File: config.mk
export PLATFORM = sky130hd
export DESIGN_NAME = mic_irq_ctrl
export DESIGN_NICKNAME = d
export VERILOG_FILES = /design/src/rtl/mic_pkg.sv /design/src/rtl/mic_irq_ctrl.sv
export SDC_FILE = /design/constraint.sdc
export NUM_CORES = 1
export LEC_CHECK = 0
export BUFFER_PORTS_ARGS = -buffer_cell sky130_fd_sc_hd__buf_2
export CAP_MARGIN = 25
export CORE_MARGIN = 2
export CORE_UTILIZATION = 40
export CTS_CLUSTER_DIAMETER = 40
export CTS_CLUSTER_SIZE = 14
export DETAILED_ROUTE_END_ITERATION = 8
export HOLD_SLACK_MARGIN = 0.03
export PLACE_DENSITY_LB_ADDON = 0.15
export SETUP_SLACK_MARGIN = 0.4
export SLEW_MARGIN = 20
export SYNTH_ARGS = -nofsm -noshare
export SYNTH_HDL_FRONTEND = slang
export SYNTH_SLANG_ARGS = --single-unit
File: constraint.sdc
create_clock -name clk -period 2.85 [get_ports clk]
set_clock_uncertainty 0.1 [all_clocks]
set_input_delay 0.57 -clock clk [delete_from_list [all_inputs] [get_ports clk]]
set_output_delay 0.57 -clock clk [all_outputs]
set_load 0.01 [all_outputs]
File: src/rtl/mic_pkg.sv
// Purpose: constants shared by the interrupt control block
// Assumes: one clk cycle equals one instruction cycle
// Notes:   register offsets are byte addresses on a 32-bit apb bus
package mic_pkg;

    // ==========================================================
    // widths
    localparam int ADDR_W = 8;
    localparam int DATA_W = 32;
    localparam int REG_W  = 8;
    localparam int PC_W   = 13;

    // ==========================================================
    // register offsets
    localparam logic [ADDR_W-1:0] OFS_CTRL    = 8'h00;
    localparam logic [ADDR_W-1:0] OFS_PENA    = 8'h04;
    localparam logic [ADDR_W-1:0] OFS_PENB    = 8'h08;
    localparam logic [ADDR_W-1:0] OFS_PREQA   = 8'h0c;
    localparam logic [ADDR_W-1:0] OFS_PREQB   = 8'h10;
    localparam logic [ADDR_W-1:0] OFS_OPTION  = 8'h14;
    localparam logic [ADDR_W-1:0] OFS_PINSEL  = 8'h18;
    localparam logic [ADDR_W-1:0] OFS_PWRSTAT = 8'h1c;

    // ==========================================================
    // irq_control_reg fields, plus the option edge bit and the power status brown-out bit
    localparam int CTRL_GIE  = 7;
    localparam int CTRL_PERIPHERAL_GROUP_ENABLE = 6;
    localparam int CTRL_TIMER0_ROLLOVER_ENABLE = 5;
    localparam int CTRL_XIE  = 4;
    localparam int CTRL_PCIE = 3;
    localparam int CTRL_T0F  = 2;
    localparam int CTRL_XF   = 1;
    localparam int CTRL_PCF  = 0;
    localparam int OPT_EDGE  = 6;
    localparam int PWR_BROWN = 0;

    // ==========================================================
    // reset values and implemented-bit masks
    localparam logic [REG_W-1:0] CTRL_RST    = 8'h00;
    localparam logic [REG_W-1:0] PEN_RST     = 8'h00;
    localparam logic [REG_W-1:0] OPTION_RST  = 8'hff;
    localparam logic [REG_W-1:0] PINSEL_RST  = 8'h00;
    localparam logic [REG_W-1:0] PWRSTAT_RST = 8'h04;
    localparam logic [REG_W-1:0] PWRSTAT_WM  = 8'h0f;
    localparam logic [REG_W-1:0] BANK_A_MASK = 8'h7f;
    localparam logic [REG_W-1:0] BANK_B_MASK = 8'hfd;

    // ==========================================================
    // program counter targets and reset kinds
    localparam logic [PC_W-1:0] PC_VECTOR = 13'h0004;
    localparam logic [PC_W-1:0] PC_RESET  = 13'h0000;

    typedef enum logic [1:0] {
        RST_POWER,
        RST_MASTER,
        RST_WATCHDOG,
        RST_BROWNOUT
    } mic_rst_kind_t;

endpackage

File: src/rtl/mic_irq_ctrl.sv
// Purpose: interrupt control for an 8-bit microcontroller core
// Assumes: clk is the instruction-cycle clock; core signals share clk
// Notes:   pins pass a three-stage synchroniser; apb answers with no wait
`timescale 1ns/10ps
`default_nettype none

module mic_irq_ctrl
    import mic_pkg::*;
(
    input  wire logic                  clk,
    input  wire logic                  nrst,
    input  wire logic                  psel,
    input  wire logic                  penable,
    input  wire logic                  pwrite,
    input  wire logic [mic_pkg::ADDR_W-1:0] paddr,
    input  wire logic [mic_pkg::DATA_W-1:0] pwdata,
    output logic      [mic_pkg::DATA_W-1:0] prdata,
    output logic                       pready,
    output logic                       pslverr,
    input  wire logic                  extIrqPin,
    input  wire logic [mic_pkg::REG_W-1:0]  portPins,
    input  wire logic                  timer0Rollover,
    input  wire logic [mic_pkg::REG_W-1:0]  periphEventA,
    input  wire logic [mic_pkg::REG_W-1:0]  periphEventB,
    input  wire logic                  retIrqExec,
    input  wire logic                  instrDone,
    input  wire logic                  sleepActive,
    input  wire logic                  resetEvent,
    input  wire mic_pkg::mic_rst_kind_t resetKind,
    output logic                       irqRequest,
    output logic                       vectorLoad,
    output logic                       pushReturn,
    output logic                       pcResetLoad,
    output logic      [mic_pkg::PC_W-1:0]   pcLoadValue,
    output logic                       wakeUp,
    output logic                       globalIrqEnable
);
    import mic_pkg::*;

    typedef enum logic [1:0] {ST_RUN, ST_SLEEP, ST_WAKE} mic_state_t;

    function automatic logic [REG_W-1:0] flagNext(
        input logic             wr,
        input logic [REG_W-1:0] wval,
        input logic [REG_W-1:0] cur,
        input logic [REG_W-1:0] evt,
        input logic [REG_W-1:0] mask
    );
        flagNext = ((wr ? wval : cur) | evt) & mask;
    endfunction

    // ==========================================================
    // state
    mic_state_t       state_ff;
    mic_state_t       nxt_state;
    logic [REG_W-1:0] ctrl_ff;
    logic [REG_W-1:0] penA_ff;
    logic [REG_W-1:0] penB_ff;
    logic [REG_W-1:0] preqA_ff;
    logic [REG_W-1:0] preqB_ff;
    logic [REG_W-1:0] option_ff;
    logic [REG_W-1:0] pinSel_ff;
    logic [REG_W-1:0] pwrStat_ff;
    logic [REG_W-1:0] sleepEn_ff;
    logic [DATA_W-1:0] prdata_ff;
    logic             xS1_ff;
    logic             xS2_ff;
    logic             xS3_ff;
    logic             xStable_ff;
    logic [REG_W-1:0] pS1_ff;
    logic [REG_W-1:0] pS2_ff;
    logic [REG_W-1:0] pS3_ff;
    logic [REG_W-1:0] pStable_ff;
    logic             pcResetLoad_ff;
    logic [PC_W-1:0]  pcLoadValue_ff;
    logic             wakeUp_ff;

    // ==========================================================
    // apb decode
    wire logic       wrPhase  = psel & penable & pwrite;
    wire logic       setup    = psel & ~penable;
    wire logic       hitCtrl  = (paddr == OFS_CTRL);
    wire logic       hitPenA  = (paddr == OFS_PENA);
    wire logic       hitPenB  = (paddr == OFS_PENB);
    wire logic       hitPreqA = (paddr == OFS_PREQA);
    wire logic       hitPreqB = (paddr == OFS_PREQB);
    wire logic       hitOpt   = (paddr == OFS_OPTION);
    wire logic       hitSel   = (paddr == OFS_PINSEL);
    wire logic       hitPwr   = (paddr == OFS_PWRSTAT);
    wire logic       mapped   = hitCtrl | hitPenA | hitPenB | hitPreqA | hitPreqB
                              | hitOpt | hitSel | hitPwr;
    wire logic [REG_W-1:0] wByte = pwdata[REG_W-1:0];
    wire logic       wrCtrl   = wrPhase & hitCtrl;

    assign pready  = 1'b1;
    assign pslverr = psel & penable & ~mapped;
    assign prdata  = prdata_ff;

    wire logic [REG_W-1:0] rdByte =
          hitCtrl  ? ctrl_ff
        : hitPenA  ? penA_ff
        : hitPenB  ? penB_ff
        : hitPreqA ? preqA_ff
        : hitPreqB ? preqB_ff
        : hitOpt   ? option_ff
        : hitSel   ? pinSel_ff
        : hitPwr   ? pwrStat_ff
        : 8'h00;

    // ==========================================================
    // pin edge detection
    wire logic xAgree   = (xS2_ff == xS3_ff);
    wire logic xChange  = xAgree & (xS3_ff != xStable_ff);
    wire logic xRise    = xChange & xS3_ff;
    wire logic xFall    = xChange & ~xS3_ff;
    wire logic xEdge    = option_ff[OPT_EDGE] ? xRise : xFall;
    wire logic [REG_W-1:0] pAgree  = ~(pS2_ff ^ pS3_ff);
    wire logic [REG_W-1:0] pChange = pAgree & (pS3_ff ^ pStable_ff);
    wire logic [REG_W-1:0] pStableNxt = (pS3_ff & pAgree) | (pStable_ff & ~pAgree);
    wire logic portEvent = |(pChange & pinSel_ff);

    // ==========================================================
    // request and service logic
    wire logic ctrlPend = (ctrl_ff[CTRL_TIMER0_ROLLOVER_ENABLE] & ctrl_ff[CTRL_T0F])
                        | (ctrl_ff[CTRL_XIE]  & ctrl_ff[CTRL_XF])
                        | (ctrl_ff[CTRL_PCIE] & ctrl_ff[CTRL_PCF]);
    wire logic periPend = |(preqA_ff & penA_ff) | |(preqB_ff & penB_ff);
    wire logic anyPend  = ctrlPend | (ctrl_ff[CTRL_PERIPHERAL_GROUP_ENABLE] & periPend);
    wire logic gieClearNow = wrCtrl & ~wByte[CTRL_GIE];
    wire logic gieOk    = ctrl_ff[CTRL_GIE] & ~gieClearNow;
    wire logic reqLevel = gieOk & anyPend;
    wire logic takeRun  = (state_ff == ST_RUN) & reqLevel & ~resetEvent;
    wire logic takeWake = (state_ff == ST_WAKE) & instrDone & reqLevel;
    wire logic take     = takeRun | takeWake;

    wire logic wakePeri = (preqA_ff & penA_ff) != 8'h00
                        || (preqB_ff & penB_ff) != 8'h00;
    wire logic wakeCtrl = (ctrl_ff[CTRL_XF] & sleepEn_ff[CTRL_XIE])
                        | (ctrl_ff[CTRL_PCF] & sleepEn_ff[CTRL_PCIE])
                        | (ctrl_ff[CTRL_T0F] & sleepEn_ff[CTRL_TIMER0_ROLLOVER_ENABLE]);
    wire logic wakeCond = (state_ff == ST_SLEEP) & (wakeCtrl | wakePeri);

    assign irqRequest      = reqLevel;
    assign vectorLoad      = take;
    assign pushReturn      = take;
    assign pcResetLoad     = pcResetLoad_ff;
    assign pcLoadValue     = pcLoadValue_ff;
    assign wakeUp          = wakeUp_ff;
    assign globalIrqEnable = ctrl_ff[CTRL_GIE];

    // ==========================================================
    // next control register value
    logic [REG_W-1:0] ctrlW;
    logic [REG_W-1:0] ctrlEvt;
    logic [REG_W-1:0] nxt_ctrl;
    always_comb begin
        ctrlW   = wrCtrl ? wByte : ctrl_ff;
        ctrlEvt = 8'h00;
        ctrlEvt[CTRL_T0F] = timer0Rollover;
        ctrlEvt[CTRL_XF]  = xEdge;
        ctrlEvt[CTRL_PCF] = portEvent;
        nxt_ctrl = ctrlW | ctrlEvt;
        if (retIrqExec) begin
            nxt_ctrl[CTRL_GIE] = 1'b1;
        end
        if (take) begin
            nxt_ctrl[CTRL_GIE] = 1'b0;
        end
        if (resetEvent) begin
            nxt_ctrl[CTRL_GIE] = 1'b0;
        end
    end

    // ==========================================================
    // sleep sequencing
    always_comb begin
        nxt_state = state_ff;
        unique case (state_ff)
            ST_RUN: begin
                if (sleepActive & ~take) begin
                    nxt_state = ST_SLEEP;
                end
            end
            ST_SLEEP: begin
                if (wakeCond) begin
                    nxt_state = ctrl_ff[CTRL_GIE] ? ST_WAKE : ST_RUN;
                end
            end
            ST_WAKE: begin
                if (instrDone) begin
                    nxt_state = ST_RUN;
                end
            end
        endcase
        if (resetEvent) begin
            nxt_state = ST_RUN;
        end
    end

    // ==========================================================
    // registers
    always_ff @(posedge clk or negedge nrst) begin
        if (!nrst) begin
            ctrl_ff   <= CTRL_RST;
            penA_ff   <= PEN_RST;
            penB_ff   <= PEN_RST;
            preqA_ff  <= PEN_RST;
            preqB_ff  <= PEN_RST;
            option_ff <= OPTION_RST;
            pinSel_ff <= PINSEL_RST;
            state_ff  <= ST_RUN;
        end else begin
            ctrl_ff   <= nxt_ctrl;
            penA_ff   <= (wrPhase & hitPenA) ? (wByte & BANK_A_MASK) : penA_ff;
            penB_ff   <= (wrPhase & hitPenB) ? (wByte & BANK_B_MASK) : penB_ff;
            preqA_ff  <= flagNext(wrPhase & hitPreqA, wByte, preqA_ff, periphEventA,
                                  BANK_A_MASK);
            preqB_ff  <= flagNext(wrPhase & hitPreqB, wByte, preqB_ff, periphEventB,
                                  BANK_B_MASK);
            option_ff <= (wrPhase & hitOpt) ? wByte : option_ff;
            pinSel_ff <= (wrPhase & hitSel) ? wByte : pinSel_ff;
            state_ff  <= nxt_state;
        end
    end

    always_ff @(posedge clk or negedge nrst) begin
        if (!nrst) begin
            pwrStat_ff <= PWRSTAT_RST;
        end else if (resetEvent && resetKind == RST_BROWNOUT) begin
            pwrStat_ff <= pwrStat_ff & ~(8'h01 << PWR_BROWN);
        end else if (wrPhase & hitPwr) begin
            pwrStat_ff <= wByte & PWRSTAT_WM;
        end
    end

    always_ff @(posedge clk or negedge nrst) begin
        if (!nrst) begin
            sleepEn_ff <= CTRL_RST;
        end else if (state_ff == ST_RUN) begin
            sleepEn_ff <= ctrl_ff;
        end
    end

    always_ff @(posedge clk or negedge nrst) begin
        if (!nrst) begin
            prdata_ff <= '0;
        end else if (setup) begin
            prdata_ff <= {{(DATA_W-REG_W){1'b0}}, rdByte};
        end
    end

    always_ff @(posedge clk or negedge nrst) begin
        if (!nrst) begin
            xS1_ff     <= 1'b0;
            xS2_ff     <= 1'b0;
            xS3_ff     <= 1'b0;
            xStable_ff <= 1'b0;
            pS1_ff     <= 8'h00;
            pS2_ff     <= 8'h00;
            pS3_ff     <= 8'h00;
            pStable_ff <= 8'h00;
        end else begin
            xS1_ff     <= extIrqPin;
            xS2_ff     <= xS1_ff;
            xS3_ff     <= xS2_ff;
            xStable_ff <= xAgree ? xS3_ff : xStable_ff;
            pS1_ff     <= portPins;
            pS2_ff     <= pS1_ff;
            pS3_ff     <= pS2_ff;
            pStable_ff <= pStableNxt;
        end
    end

    always_ff @(posedge clk or negedge nrst) begin
        if (!nrst) begin
            pcResetLoad_ff <= 1'b1;
            pcLoadValue_ff <= PC_RESET;
            wakeUp_ff      <= 1'b0;
        end else begin
            pcResetLoad_ff <= resetEvent;
            pcLoadValue_ff <= resetEvent ? PC_RESET : PC_VECTOR;
            wakeUp_ff      <= wakeCond;
        end
    end
endmodule // mic_irq_ctrl

`default_nettype wire

==> qor.csv <==
metric,value,unit
drv_cap,0,
wl_per_cell,16.4,um
fmax,384,MHz
num_rows,40,
synth_edf_count,0,
path_class,input port to output port,
critPathLaunchType,input port,
track_usage,17.7,%
cts.htree.levels,3,
fin_setup_tns,0,ns
maxSlewHeadroom,63.8,%
num_io_pins,130,
crit_path_end_kind,output port,
drtPass1Iterations,4,
vias_per_cell,5.06,
hold_class,input port to async pin,
cts.reportedPaths.clkPinSlew,0.06,ns
setup_violations,0,
port_buffers,66,
cts_buffer_depth,2,
synthCells,434,
initialDrtViolationCount,161,
holdBufCountCts,0,
cts_made_buffers,9,
utilization,48.1,%
finalWeightedCongestion,0.825,
grt_util_met1,26.0,%
grt_start_max_net_pins,49,
cp_cell_sequence,"buf_6, or4_4, nor3_4, nand3_2, nand2_2, a21oi_2, a21boi_4, buf_2",
grt_use_met3,3.53,%
vias,3469,
dieArea,0.0135,mm2
drt_wl_total,11300,um
grt_antenna_before_repair,0,
cp_slowest_cell,or4_4,
synthArstFlopShare,100,%
dpl.hpwl,8350,um
postLayoutSetupSlackWorst,0.249,ns
p_leak,2.70,nW
critPathRequiredTime,2.18,ns
cts_tree,done,
yosys_warnings,0,
power.total,3.04,mW
postSynthAreaPerCell,11.6,um2
maxSlewViolCount,0,
syn_area,0.00504,mm2
post-place-ws,0.0826,ns
ys.flop_type,dfrtp_1,
crit_fanout,3,
coreArea,0.0122,mm2
slowest_delay,0.55,ns
die_x,116,um
post-route-period-util,91.3,%
diodes,0,
status,"finished, final reports clean",
ir_drop,220,uV
grt_busiest_layer,met2,
rsz0062_at_grt,yes,
layout-drive-gt1-share,31.5,%
yosysSeqAreaShare,53.9,%
start_util,41.4,%
cts_sinks,108,
worstMarginPinSlew,0.541,ns
p_per_area,519,mW/mm2
worstPathArrival,1.93,ns
grt_pass1_vias,3289,
drcViolationCount,0,
nFillCells,1145,
nets,592,
syn_to_final_growth,16.1,%
final_antenna_net_count,0,
synth_seq_cells,108,
synth_cell_types,46,
final.min_clock_period,2.60,ns
grt_overflow_total,0,
cts-root-buf,clkbuf_16,
grt_pass1_wl,18000,um
hold_viol,0,
die_h,116,um
insertion_delay,0.34,ns
gr-usage-met2,27.1,%
metal layers:
layer	up-vias	share of wire (%)
li1	1628	-
met5	-	0
met1	1722	49
met4	0	0.88
met2	111	45
met3	8	5.3
timing repair:
item | CTS | global route
buffers inserted | 3 | 1
setup endpoints to repair | 3 | 7
pin swaps | 3 | 0
resized for setup | 3 | 8
through the flow:
step / hold WS (ns) / cell area, um2 / std cells
6_report: 0.106 / 5850 / 685
5_1_grt: 0.149 / 5850 / 685
4_1_cts: 0.124 / 5800 / 684
3_5_place_dp: 0.236 / 5510 / 665
3_3_place_gp: 0.232 / 5510 / 665
2_1_floorplan: 0.174 / 5190 / 469
cell families after synthesis:
group,count (synthesis),synth area share (%)
and+or+nand+nor,107,10.7
DFF,108,53.9
AOI/OAI and AO/OA,82,11.3
other,2,0.149
buffers and inverters,63,7.70
muxes,60,13.8
adders and majority gates,12,2.53
sequential cells by signal (all words and copies together), names as in the netlist, named ones only:
| register | cells |
|---|---|
| preqB_ff | 7 |
| ctrl_ff | 8 |
| penB_ff | 7 |
| prdata | 8 |
| pS2_ff | 8 |
| sleepEn_ff | 3 |
| xS3_ff | 1 |
| pcResetLoad | 1 |
| preqA_ff | 7 |
| pwrStat_ff | 4 |
| state_ff | 2 |
| pS1_ff | 8 |
| pS3_ff | 8 |
| option_ff | 8 |
| xS2_ff | 1 |
| wakeUp | 1 |
| xStable_ff | 1 |
| penA_ff | 7 |
| xS1_ff | 1 |
| pinSel_ff | 8 |
| pcLoadValue | 1 |
layout by cell type, fill, tap and decap left out, types with 9 or more instances in the layout:
cell,synthesis,final
a211o_1,15,15
nand3_1,10,9
inv_1,12,12
nand2_1,43,42
buf_2,4,64
conb_1,2,37
clkbuf_16,0,9
a22oi_1,9,9
maj3_1,9,9
mux2_2,44,42
dfstp_2,10,10
mux2i_1,13,13
nor2_1,19,19
nor2b_1,12,12
buf_4,39,14
dfrtp_1,98,98
o21ai_0,25,25
cell usage after synthesis, types with 2 or more instances:
cell,count,area [um2]
a21boi_0,2,15.0
a21o_1,3,22.5
nand2b_1,4,25.0
nand4_1,2,12.5
nor3_1,2,10.0
nand3_1,10,50.1
nor2b_1,12,75.1
a22oi_1,9,67.6
mux2i_1,13,130
a211oi_1,3,22.5
dfstp_2,10,263
buf_4,39,293
mux4_2,3,67.6
ha_1,3,37.5
o31ai_1,4,30.0
conb_1,2,7.51
nand2_1,43,161
a211o_1,15,131
nand4b_1,2,17.5
a31oi_1,3,18.8
mux2_2,44,495
nor2_1,19,71.3
a22o_1,5,43.8
dfrtp_1,98,2450
maj3_1,9,90.1
a221oi_1,5,43.8
a222oi_1,2,20.0
inv_1,12,45.0
a21oi_1,6,30.0
clkbuf_1,7,26.3
o21ai_0,25,125
buf_2,4,20.0
critical path, delay by kind of cell:
family	cells	cell delay [ns]
compound gates	2	0.21
simple gates	4	0.92
buf+inv	2	0.23
power breakdown:
part / internal, mW / switching, mW
registers: 1.58 / 0.0363
logic: 0.118 / 0.183
clock network: 0.594 / 0.521
total: 2.30 / 0.741
area by class of cell:
type	count	area, um2	share of cell area [%]
clock buffers	14	244	4.17
clock inverters	2	12.5	0.214
inverters	12	45.0	0.770
multi-input cells	298	2120	36.3
flip-flops and latches	108	2720	46.4
well taps	168	210	3.59
repair buffers	83	499	8.53
worst paths after layout:
check,start,to,slack (ns),cells past startpoint
hold / removal,nrst,pS1_ff[2]$_DFF_PN0_,0.11,1
setup reg to reg,state_ff[1]$_DFFE_PN0P_,state_ff[0]$_DFFE_PN0P_,0.95,7
hold reg to reg,xS1_ff$_DFF_PN0_,xS2_ff$_DFF_PN0_,0.25,0
setup / recovery,paddr[5],pushReturn,0.25,8
max in group asynchronous,nrst,option_ff[0]$_DFFE_PN1P_,1.81,2
min in group clk,portPins[3],pS1_ff[3]$_DFF_PN0_,0.23,1
Note: power is estimated with default switching activity, not from simulation.
